### config.mk
export PLATFORM = sky130hd
export DESIGN_NAME = smd_detector
export DESIGN_NICKNAME = d
export VERILOG_FILES = /design/src/smd_pkg.sv /design/src/smd_fifo.sv /design/src/smd_detector.sv
export SDC_FILE = /design/constraint.sdc
export NUM_CORES = 1
export LEC_CHECK = 0
export BUFFER_PORTS_ARGS = -buffer_cell sky130_fd_sc_hd__buf_4
export CAP_MARGIN = 20
export CORE_MARGIN = 5
export CORE_UTILIZATION = 54
export CTS_CLUSTER_DIAMETER = 80
export DETAILED_ROUTE_END_ITERATION = 7
export PLACE_DENSITY = 0.76
export SETUP_SLACK_MARGIN = 0.1
export SYNTH_ARGS = -nofsm -noshare
export SYNTH_HDL_FRONTEND = slang
export SYNTH_SLANG_ARGS = --single-unit
### constraint.sdc
create_clock -name clk_i -period 2.1 [get_ports clk_i]
set_clock_uncertainty 0.1 [all_clocks]
set_input_delay 0.105 -clock clk_i [delete_from_list [all_inputs] [get_ports clk_i]]
set_output_delay 0.105 -clock clk_i [all_outputs]
set_load 0.005 [all_outputs]
### src/smd_pkg.sv
// Empty by design: the constants package of the sync mark detector is defined in smd_detector.sv

### src/smd_fifo.sv
// Empty by design: the stream buffer module of the sync mark detector is defined in smd_detector.sv

### src/smd_detector.sv
// Sync mark detector with its constants and stream buffer: mark search, delayed data, strobe, spare latch
`timescale 1ns/1ps

package smd_pkg;

  // ==========================================================
  // Shift register and pattern
  localparam int unsigned SR_WIDTH     = 8;
  localparam int unsigned SR_MSB       = SR_WIDTH - 1;
  localparam logic [7:0]  MARK_DATA    = 8'ha1;
  localparam logic [7:0]  MARK_CLOCK   = 8'h0a;

  // ==========================================================
  // Input synchroniser slots
  localparam int unsigned SYN_W        = 7;
  localparam int unsigned SYN_EN       = 0;
  localparam int unsigned SYN_RCLK     = 1;
  localparam int unsigned SYN_RCLK_N   = 2;
  localparam int unsigned SYN_DATA     = 3;
  localparam int unsigned SYN_CPULSE   = 4;
  localparam int unsigned SYN_SPCLK    = 5;
  localparam int unsigned SYN_SPCLR_N  = 6;
  // Clear input of the spare latch idles high
  localparam logic [6:0]  SYN_RST      = 7'h40;

  // ==========================================================
  // Stream buffer
  localparam int unsigned BUF_WIDTH    = 1;
  localparam int unsigned BUF_DEPTH    = 8;

  // ==========================================================
  // Output idle levels
  localparam logic        LVL_LOW      = 1'b0;
  localparam logic        LVL_HIGH     = 1'b1;

endpackage

module smd_fifo #(
  parameter int unsigned WIDTH = 1,
  parameter int unsigned DEPTH = 8
) (
  input  wire logic             clk_i,
  input  wire logic             rst_n_i,
  input  wire logic             ce_i,
  input  wire logic             flush_i,
  input  wire logic             in_valid_i,
  output logic                  in_ready_o,
  input  wire logic [WIDTH-1:0] in_data_i,
  output logic                  out_valid_o,
  input  wire logic             out_ready_i,
  output logic      [WIDTH-1:0] out_data_o
);

  localparam int unsigned AW = (DEPTH > 1) ? $clog2(DEPTH) : 1;
  localparam int unsigned CW = $clog2(DEPTH + 1);

  typedef struct packed {
    logic [DEPTH-1:0][WIDTH-1:0] mem;
    logic [AW-1:0]               wr;
    logic [AW-1:0]               rd;
    logic [CW-1:0]               cnt;
  } smd_fifo_s;

  smd_fifo_s q_r;
  smd_fifo_s q_nxt;
  logic      push;
  logic      pop;

  function automatic logic [AW-1:0] wrap_inc(input logic [AW-1:0] p);
    wrap_inc = (p == AW'(DEPTH - 1)) ? '0 : p + AW'(1);
  endfunction

  assign in_ready_o  = (q_r.cnt != CW'(DEPTH));
  assign out_valid_o = (q_r.cnt != '0);
  assign out_data_o  = q_r.mem[q_r.rd];
  assign push        = in_valid_i & in_ready_o;
  assign pop         = out_valid_o & out_ready_i;

  always_comb begin
    q_nxt = q_r;
    if (flush_i) begin
      q_nxt.wr  = '0;
      q_nxt.rd  = '0;
      q_nxt.cnt = '0;
    end else begin
      if (push) begin
        q_nxt.mem[q_r.wr] = in_data_i;
        q_nxt.wr          = wrap_inc(q_r.wr);
      end
      if (pop) begin
        q_nxt.rd = wrap_inc(q_r.rd);
      end
      q_nxt.cnt = q_r.cnt + CW'(push) - CW'(pop);
    end
  end

  always_ff @(posedge clk_i or negedge rst_n_i) begin
    if (!rst_n_i) begin
      q_r <= '0;
    end else if (ce_i) begin
      q_r <= q_nxt;
    end
  end

endmodule

// ==========================================================
// Overview of operation
// - Both pulse inputs are clocked in by the complementary read clocks.
// - Search enable low stops shifting and idles mark, strobe and data outputs.
// - Data bit shifts in on the falling edge of the inverted read clock.
// - Clock pulse bit shifts in on the falling edge of the true read clock.
// - Serial data output is the last data stage, seven bits late.
// - Each shift compares both registers against data A1 and clock 0A.
// - On a match the low mark output drops and the high one rises.
// - Mark outputs stay latched until search enable goes low again.
// - After a mark the strobe toggles in step with serial data.
// - Rising spare latch clock sets the spare latch output low.
// - Low spare latch clear forces the spare output high, as a level.
// - Low test pulses mark a data A1 match and a clock 0A match.
module smd_detector (
  input  wire logic clk_i,
  input  wire logic rst_n_i,
  input  wire logic ce_i,
  input  wire logic search_enable_i,
  input  wire logic read_clk_i,
  input  wire logic read_clk_n_i,
  input  wire logic data_pulse_i,
  input  wire logic clock_pulse_i,
  input  wire logic spare_latch_clock_i,
  input  wire logic spare_latch_clear_n_i,
  input  wire logic stream_ready_i,
  output logic      serial_data_o,
  output logic      serial_out_strobe_o,
  output logic      mark_found_o,
  output logic      mark_found_n_o,
  output logic      data_match_pulse_n_o,
  output logic      clock_match_pulse_n_o,
  output logic      spare_latch_out_o,
  output logic      stream_valid_o,
  output logic      stream_bit_o,
  output logic      stream_overrun_o
);

  // ==========================================================
  // State
  typedef struct packed {
    logic [smd_pkg::SYN_W-1:0]    syn1;
    logic [smd_pkg::SYN_W-1:0]    syn2;
    logic                         rclk_prev;
    logic                         rclk_n_prev;
    logic                         spclk_prev;
    logic [smd_pkg::SR_MSB:0]     data_sr;
    logic [smd_pkg::SR_MSB:0]     clk_sr;
    logic                         mark;
    logic                         mark_n;
    logic                         strobe;
    logic                         sdata;
    logic                         dmatch_n;
    logic                         cmatch_n;
    logic                         spare;
    logic                         st_valid;
    logic                         st_bit;
    logic                         overrun;
  } smd_state_s;

  smd_state_s q_r;
  smd_state_s q_nxt;

  // ==========================================================
  // Edge decode, used for both read clocks and the spare clock
  function automatic logic fell(input logic prev, input logic cur);
    fell = prev & ~cur;
  endfunction

  function automatic logic rose(input logic prev, input logic cur);
    rose = ~prev & cur;
  endfunction

  // ==========================================================
  // Buffer hookup
  logic buf_in_valid;
  logic buf_in_ready;
  logic buf_in_bit;
  logic buf_out_valid;
  logic buf_out_ready;
  logic buf_out_bit;
  logic buf_flush;

  // Stage register takes a word whenever it is empty or being drained
  assign buf_out_ready = ~q_r.st_valid | stream_ready_i;

  smd_fifo #(
    .WIDTH (smd_pkg::BUF_WIDTH),
    .DEPTH (smd_pkg::BUF_DEPTH)
  ) smd_fifo_i (
    .clk_i       (clk_i),
    .rst_n_i     (rst_n_i),
    .ce_i        (ce_i),
    .flush_i     (buf_flush),
    .in_valid_i  (buf_in_valid),
    .in_ready_o  (buf_in_ready),
    .in_data_i   (buf_in_bit),
    .out_valid_o (buf_out_valid),
    .out_ready_i (buf_out_ready),
    .out_data_o  (buf_out_bit)
  );

  // ==========================================================
  // Synchronised views, second stage only
  logic en_s;
  logic rclk_s;
  logic rclk_n_s;
  logic data_s;
  logic cpulse_s;
  logic spclk_s;
  logic spclr_n_s;

  assign en_s      = q_r.syn2[smd_pkg::SYN_EN];
  assign rclk_s    = q_r.syn2[smd_pkg::SYN_RCLK];
  assign rclk_n_s  = q_r.syn2[smd_pkg::SYN_RCLK_N];
  assign data_s    = q_r.syn2[smd_pkg::SYN_DATA];
  assign cpulse_s  = q_r.syn2[smd_pkg::SYN_CPULSE];
  assign spclk_s   = q_r.syn2[smd_pkg::SYN_SPCLK];
  assign spclr_n_s = q_r.syn2[smd_pkg::SYN_SPCLR_N];

  // ==========================================================
  // Shift events
  logic data_shift;
  logic clk_shift;
  logic any_shift;

  // Pulse inputs pass the same two stages as the read clocks, so the
  // level seen at a detected edge is the one present at that edge
  assign data_shift = en_s & fell(q_r.rclk_n_prev, rclk_n_s);
  assign clk_shift  = en_s & fell(q_r.rclk_prev, rclk_s);
  assign any_shift  = data_shift | clk_shift;

  assign buf_flush    = ~en_s;
  assign buf_in_valid = data_shift & q_r.mark;
  assign buf_in_bit   = q_r.data_sr[smd_pkg::SR_MSB - 1];

  // ==========================================================
  // Next state
  always_comb begin
    q_nxt = q_r;

    q_nxt.syn1        = {spare_latch_clear_n_i,
                         spare_latch_clock_i,
                         clock_pulse_i,
                         data_pulse_i,
                         read_clk_n_i,
                         read_clk_i,
                         search_enable_i};
    q_nxt.syn2        = q_r.syn1;
    q_nxt.rclk_prev   = rclk_s;
    q_nxt.rclk_n_prev = rclk_n_s;
    q_nxt.spclk_prev  = spclk_s;

    // Test pulses last one clock cycle per matching shift
    q_nxt.dmatch_n = smd_pkg::LVL_HIGH;
    q_nxt.cmatch_n = smd_pkg::LVL_HIGH;

    if (!en_s) begin
      // Initialise: no shifting, all search outputs idle
      q_nxt.data_sr  = '0;
      q_nxt.clk_sr   = '0;
      q_nxt.mark     = smd_pkg::LVL_LOW;
      q_nxt.mark_n   = smd_pkg::LVL_HIGH;
      q_nxt.strobe   = smd_pkg::LVL_LOW;
      q_nxt.sdata    = smd_pkg::LVL_LOW;
      q_nxt.st_valid = smd_pkg::LVL_LOW;
      q_nxt.overrun  = smd_pkg::LVL_LOW;
    end else begin
      if (data_shift) begin
        q_nxt.data_sr = {q_r.data_sr[smd_pkg::SR_MSB-1:0], data_s};
      end
      if (clk_shift) begin
        q_nxt.clk_sr = {q_r.clk_sr[smd_pkg::SR_MSB-1:0], cpulse_s};
      end

      // Last data stage, seven bit times behind the input
      q_nxt.sdata = q_nxt.data_sr[smd_pkg::SR_MSB];

      if (any_shift) begin
        if (q_nxt.data_sr == smd_pkg::MARK_DATA) begin
          q_nxt.dmatch_n = smd_pkg::LVL_LOW;
        end
        if (q_nxt.clk_sr == smd_pkg::MARK_CLOCK) begin
          q_nxt.cmatch_n = smd_pkg::LVL_LOW;
        end
        // Full 16-bit compare of both registers on every shift
        if ({q_nxt.data_sr, q_nxt.clk_sr} ==
            {smd_pkg::MARK_DATA, smd_pkg::MARK_CLOCK}) begin
          q_nxt.mark   = smd_pkg::LVL_HIGH;
          q_nxt.mark_n = smd_pkg::LVL_LOW;
        end
      end

      // Data moves near the rise of the true read clock, so the strobe
      // rises mid-bit on its fall and stays high while the read clock is low
      q_nxt.strobe = q_r.mark & ~rclk_s;

      // Disk data cannot be paused; a full buffer drops the bit and
      // latches an overrun until search enable goes low
      if (buf_in_valid && !buf_in_ready) begin
        q_nxt.overrun = smd_pkg::LVL_HIGH;
      end

      if (buf_out_valid && buf_out_ready) begin
        q_nxt.st_valid = smd_pkg::LVL_HIGH;
        q_nxt.st_bit   = buf_out_bit;
      end else if (stream_ready_i) begin
        q_nxt.st_valid = smd_pkg::LVL_LOW;
      end
    end

    // Spare latch: clear is a level and overrides the clock edge
    if (!spclr_n_s) begin
      q_nxt.spare = smd_pkg::LVL_HIGH;
    end else if (rose(q_r.spclk_prev, spclk_s)) begin
      q_nxt.spare = smd_pkg::LVL_LOW;
    end
  end

  // ==========================================================
  // State register
  always_ff @(posedge clk_i or negedge rst_n_i) begin
    if (!rst_n_i) begin
      q_r             <= '0;
      q_r.syn1        <= smd_pkg::SYN_RST;
      q_r.syn2        <= smd_pkg::SYN_RST;
      q_r.mark_n      <= smd_pkg::LVL_HIGH;
      q_r.dmatch_n    <= smd_pkg::LVL_HIGH;
      q_r.cmatch_n    <= smd_pkg::LVL_HIGH;
      q_r.spare       <= smd_pkg::LVL_HIGH;
    end else if (ce_i) begin
      q_r <= q_nxt;
    end
  end

  // ==========================================================
  // Outputs, all straight from the state register
  assign serial_data_o         = q_r.sdata;
  assign serial_out_strobe_o   = q_r.strobe;
  assign mark_found_o          = q_r.mark;
  assign mark_found_n_o        = q_r.mark_n;
  assign data_match_pulse_n_o  = q_r.dmatch_n;
  assign clock_match_pulse_n_o = q_r.cmatch_n;
  assign spare_latch_out_o     = q_r.spare;
  assign stream_valid_o        = q_r.st_valid;
  assign stream_bit_o          = q_r.st_bit;
  assign stream_overrun_o      = q_r.overrun;

endmodule

After elaboration in Yosys (flattened, before gate mapping) --
Cells that the tools add are included.
Storage, ports and cells: register bits 61, output and inout bits 10
Operators by class: add/subtract/negate cells 4, $lt $le $gt $ge 3, eq/ne operators 13, muxes and demuxes 28, bitwise gates (word level) 15, reduce and logical (&&, ||, !) cells 13
Operator list (count):
- two-way mux 8 bit | 4
- two-way mux 20 bit | 1
- == test 16 bit (second input constant) | 1
- two-way mux 3 bit | 4
- != test 2 x 1 -> 1 bit (second input constant) | 6
- two-way mux 1 bit | 11
- two-way mux 10 bit | 1
- AND reduction 2 bit | 5
- bitwise AND 1 bit | 9
- AND reduction 3 bit | 3
- bitwise mux 8 bit | 1
- == test 8 x 4 -> 1 bit (second input constant) | 1
- == test 8 bit (second input constant) | 1
- < comparator 3 x 4 -> 1 bit (second input constant) | 2
- two-way mux 2 bit | 4
- adder 3 x 1 -> 3 bit (second input constant) | 2
- == test 3 bit (second input constant) | 2
- adder 4 x 1 -> 4 bit | 1
- != test 4 bit (second input constant) | 1
- NOT 1 bit | 4
- nonzero test 4 bit | 1
- subtractor 4 x 1 -> 4 bit | 1
- binary-select mux 1 bit (select 3 bit) | 1
- demux 1 bit (select 3 bit) | 1
- other kinds (5) | 8

Longest topological paths before layout --
depth in word-level cells 9, gate-level depth with buffers 10, depth with buffers taken out 10

By module --
Synthesis repeated with hierarchy kept, for this count alone.
Unflattened totals: cell total of the unflattened synthesis 256, area, all modules 3031.7 µm²
By module, submodules not included:
- smd_detector | times used 1, cells an instance 147, area each 1833.0 µm², sequential area each 1058.5 µm²
- smd_fifo | times used 1, cells an instance 109, area each 1198.6 µm², sequential area each 450.4 µm²

Worst setup path before layout --
Ideal clock, no wire load.
path type register to register, start register smd_fifo_i.q_r[2] (netlist name), end register smd_fifo_i.q_r[1] (netlist name), arrival time 2.018 ns, path slack -0.101 ns, stages on the path, launching flop included 9, period minus slack after synthesis 2.201 ns, cell sequence dfrtp_1 inv_1 ha_1 or3b_2 and3_1 ha_1 inv_1 fa_1 o22ai_1
On the way: word-level cells in the longest chain between the ends 5, elaborated cells on any way between the ends 7, those cells by class add/sub: 2; eq/ne: 1; mux: 1; bitwise: 2; reduce/logical: 1
Ends and longest elaborated chain:
- from (decl) | RTL line smd_detector.sv:64 | smd_fifo_s q_r;
- from (signal assigned) | RTL line smd_detector.sv:101 | q_r <= q_nxt;
- != test 4 bit | RTL line smd_detector.sv:73 | assign in_ready_o = (q_r.cnt != CW'(DEPTH));
- bitwise AND 1 bit | RTL line smd_detector.sv:76 | assign push = in_valid_i & in_ready_o;
- adder 4 x 1 -> 4 bit | RTL line smd_detector.sv:93 | q_nxt.cnt = q_r.cnt + CW'(push) - CW'(pop);
- subtractor 4 x 1 -> 4 bit (*) | RTL line smd_detector.sv:93
- two-way mux 10 bit (*) | RTL line smd_detector.sv:81 | if (flush_i) begin
Every way passes the cells marked *; elsewhere a longest branch is shown, timed or not. A chain may end at the register's enable or synchronous reset.

Final worst setup path --
start register smd_fifo_i.q_r[3] (netlist name), end register smd_fifo_i.q_r[2] (netlist name)
Same word-level chain as after synthesis.

==> results_dict.tcl <==
set metrics [dict create \
    ys_top_cells_by_area "dfrtp_1 47%, mux2_2 9.1%, dfstp_2 5.5%" \
    wl_per_cell_microns 16.3 \
    boundaryPins 21 \
    crit_slowest_cell "dfrtp_1" \
    fmax_ghz 0.477 \
    setup-violations-final 0 \
    netlist_area_sq_mm 0.00286 \
    drc 0 \
    die_w_microns 82.8 \
    hold_viol_final 0 \
    syn2layout_area_growth_pct 25.5 \
    yosysWarnings 0 \
    ir_drop_uv 755 \
    relSlewSlack_pct 50.8 \
    power_density_mw_per_mm2 991 \
    synthArstFlopShare_pct 100 \
    drtIter0Drc 88 \
    max_cap_violations 0 \
    cts.sinks 60 \
    required_ps 2210 \
    synth_top_area_share_pct 47.2 \
    h-tree-depth 3 \
    placed_cell_area_sq_mm 0.00321 \
    min_period_ps 2090 \
    start_util_pct 55.6 \
    globalplace.congestion 0.823 \
    drive_above_1_share_pct 35.7 \
    yosys-top-cells-count "54 x dfrtp_1, 23 x mux2_2, 19 x a22oi_1, 17 x o2bb2ai_1, 14 x nor2_1" \
    worst_path_largest_cell_delay_ps 420 \
    synth_edf_count 0 \
    fillCellCount 385 \
    synth_mux_area_share_pct 10.6 \
    grt_pass1_vias 2206 \
    dpl.hpwl_microns 3870 \
    worst_pin_slew_ps 738 \
    top_register "q_r" \
    intPower_uw 2470 \
    fp.dieArea_sq_mm 0.00685 \
    synth-xor-area-share_pct 0.612 \
    viasPerCell 5.82 \
    grt_max_degree 61 \
    worst-setup-path-type "reg2reg" \
    clk_latency_ps 340 \
    grt_pass1_wl_microns 10300 \
    rsz0062_at_grt "yes" \
    critical_path.max_fanout 3 \
    ff_latch_area_sq_mm 0.00151 \
    status "completed" \
    switchingPower_uw 1080 \
    synth_most_common_cell "dfrtp_1" \
    synth_cell_types 48 \
    pwr-share-comb_pct 30.8 \
    yosysSeqAreaShare_pct 52.8 \
    diodes 0 \
    largest_reg_flops 19 \
    syn-instance-count 241 \
    cp-start-kind "register" \
    slew_viol_final 0 \
    port_buffers 20 \
    cts.clk_slew.worst_paths_ps 60 \
    synthSimpleGateAreaFrac_pct 9.62 \
    crit_arrival_ps 2210 \
    nNetsFinal 313 \
    path_cells "inv_1 > ha_1 > a21o_1 > nor2_4 > a21o_1 > ha_4 > inv_2 > fa_1 > xor2_1 > o22ai_1" \
    fp.dieH_microns 82.8 \
    path_common_cell "a21o_1" \
    stdcell_count 367 \
    tritoncts "done" \
    dp_cells 337 \
    syn_area_per_cell_sq_um 11.9 \
    vias 2136 \
    synth_ff_type "dfrtp_1" \
    multi_input_area_sq_mm 0.00133 \
    grt_overflow 0 \
    synth-compound-area-share_pct 18.4 \
    synthAdderAreaFrac_pct 4.64 \
    cts-root-buf "clkbuf_8" \
    clockBufferDepth 2 \
    pwr-share-clk_pct 29.4 \
    synth_top_area_cell "dfrtp_1" \
    switching_share_pct 30.4 \
    wl_microns 6000 \
    holdWs_ps 146 \
    p_leak_uw 0.00157 \
    core-area_sq_mm 0.00514 \
    synth_top_family_by_area "compound AO/OA/AOI/OAI gates" \
    rows 26 \
    firstDrtPassIters 4 \
    synth-seq-cells 60 \
    ant_nets 0 \
    pwr-share-seq_pct 39.7 \
    endpoint_kind "register" \
    holdCritPathClass "in2reg" \
    cts_buffers 9 \
    finalCritPeriodShare_pct 99.7 \
    grt_use_total_pct 20.5 \
    antenna_found_initial 0 \
    syn-num-nets 262 \
    final_area_sq_mm 0.00359 \
]
[metrics by stage]
step	setup slack, ps	total power, uW	TNS [ps]	utilization, %
after floorplan	64.6	2040	0	-
after global placement	22.6	2360	0	62.4
after detailed placement	-74.3	2380	-113	62.4
after CTS	4.64	3540	0	69.2
after global routing	-85.0	3780	-243	69.8
final	5.44	3560	0	69.8
[cell type report]
type | instances | area share (%)
flip-flops and latches | 60 | 42.1
multi-input cells | 156 | 37.1
repair buffers | 52 | 11.5
clock buffers | 14 | 4.53
well taps | 70 | 2.44
inverters | 13 | 1.36
clock inverters | 2 | 0.976
[repair_timing]
action / 4_1_cts / 5_1_grt
gates cloned: 0 / 0
hold buffers: 9 / 0
buffers inserted: 5 / 0
pin swaps: 2 / 5
hold endpoints to repair: 65 / 0
gates resized for setup: 4 / 7
setup endpoints to repair: 5 / 10
[metal layers]
layer,vias up,track usage [%],part of all wire [%]
met1,1042,26.4,46
li1,1019,-,-
met5,-,0,0
met3,14,5.94,4.7
met4,0,9.15,2.1
met2,61,32.1,47
[power groups by stage]
stage	combinational (uW)	clock, uW	sequential, uW
global route	1220	1130	1430
detailed placement	962	0	1420
finish	1100	1050	1410
global placement	942	0	1420
floorplan	635	0	1410
CTS	1070	1060	1410
[placed cells by master (no fill, tap or decap), types with 2 or more instances in the layout]
master	netlist	layout
nand2_1	8	8
buf_4	0	43
a21o_1	5	5
mux4_2	2	2
nor2b_1	2	2
a22oi_1	19	19
mux2_2	23	23
nor4_1	3	2
dlygate4sd3_1	0	9
nor3_2	0	2
o22ai_1	6	5
inv_2	1	3
nor3_1	5	3
o2bb2ai_1	17	17
dfrtp_1	54	54
dfstp_2	6	6
o31ai_1	2	2
nor2_1	14	13
ha_4	0	2
ha_1	9	7
a32o_1	2	2
a21oi_1	3	2
clkbuf_8	0	11
inv_1	11	9
a41oi_1	2	2
o21ai_0	6	6
nand3_1	2	2
clkbuf_1	10	3
nand2b_1	4	4
[logic make-up (layout without fill, tap and decap cells)]
family	count (synthesis)	count (layout)
multiplexers	25	25
AND/OR/NAND/NOR	50	50
flip-flops	60	60
adder cells (fa/ha/maj)	10	10
AO/OA/AOI/OAI	69	69
buffers and inverters	25	81
XOR/XNOR	2	2
[worst max-delay path: cells and delay by family (launching register included)]
kind	cells	cell delay, ps
xor gates and xnor gates	1	140
adders and majority gates	3	690
buffers and inverters	2	100
AOI/OAI and AO/OA	3	410
and+or+nand+nor	1	100
DFF	1	420
[final timing paths]
check	to	depth (start not counted)	startpoint	slack [ps]
hold / removal	stream_valid_o$_DFFE_PN0P_	5	stream_ready_i	150
setup / recovery	smd_fifo_i.q_r[2]$_DFFE_PN0P_	10	smd_fifo_i.q_r[3]$_DFFE_PN0P_	5
setup reg to reg	smd_fifo_i.q_r[2]$_DFFE_PN0P_	10	smd_fifo_i.q_r[3]$_DFFE_PN0P_	5
hold reg to reg	en_s$_DFFE_PN0P_	2	q_nxt[29]$_DFFE_PN0P_	390
min in group asynchronous	q_nxt[34]$_DFFE_PN0P_	2	rst_n_i	270
max in group asynchronous	q_r[21]$_DFFE_PN0P_	2	rst_n_i	1140
(Power assumes the default switching activity.)
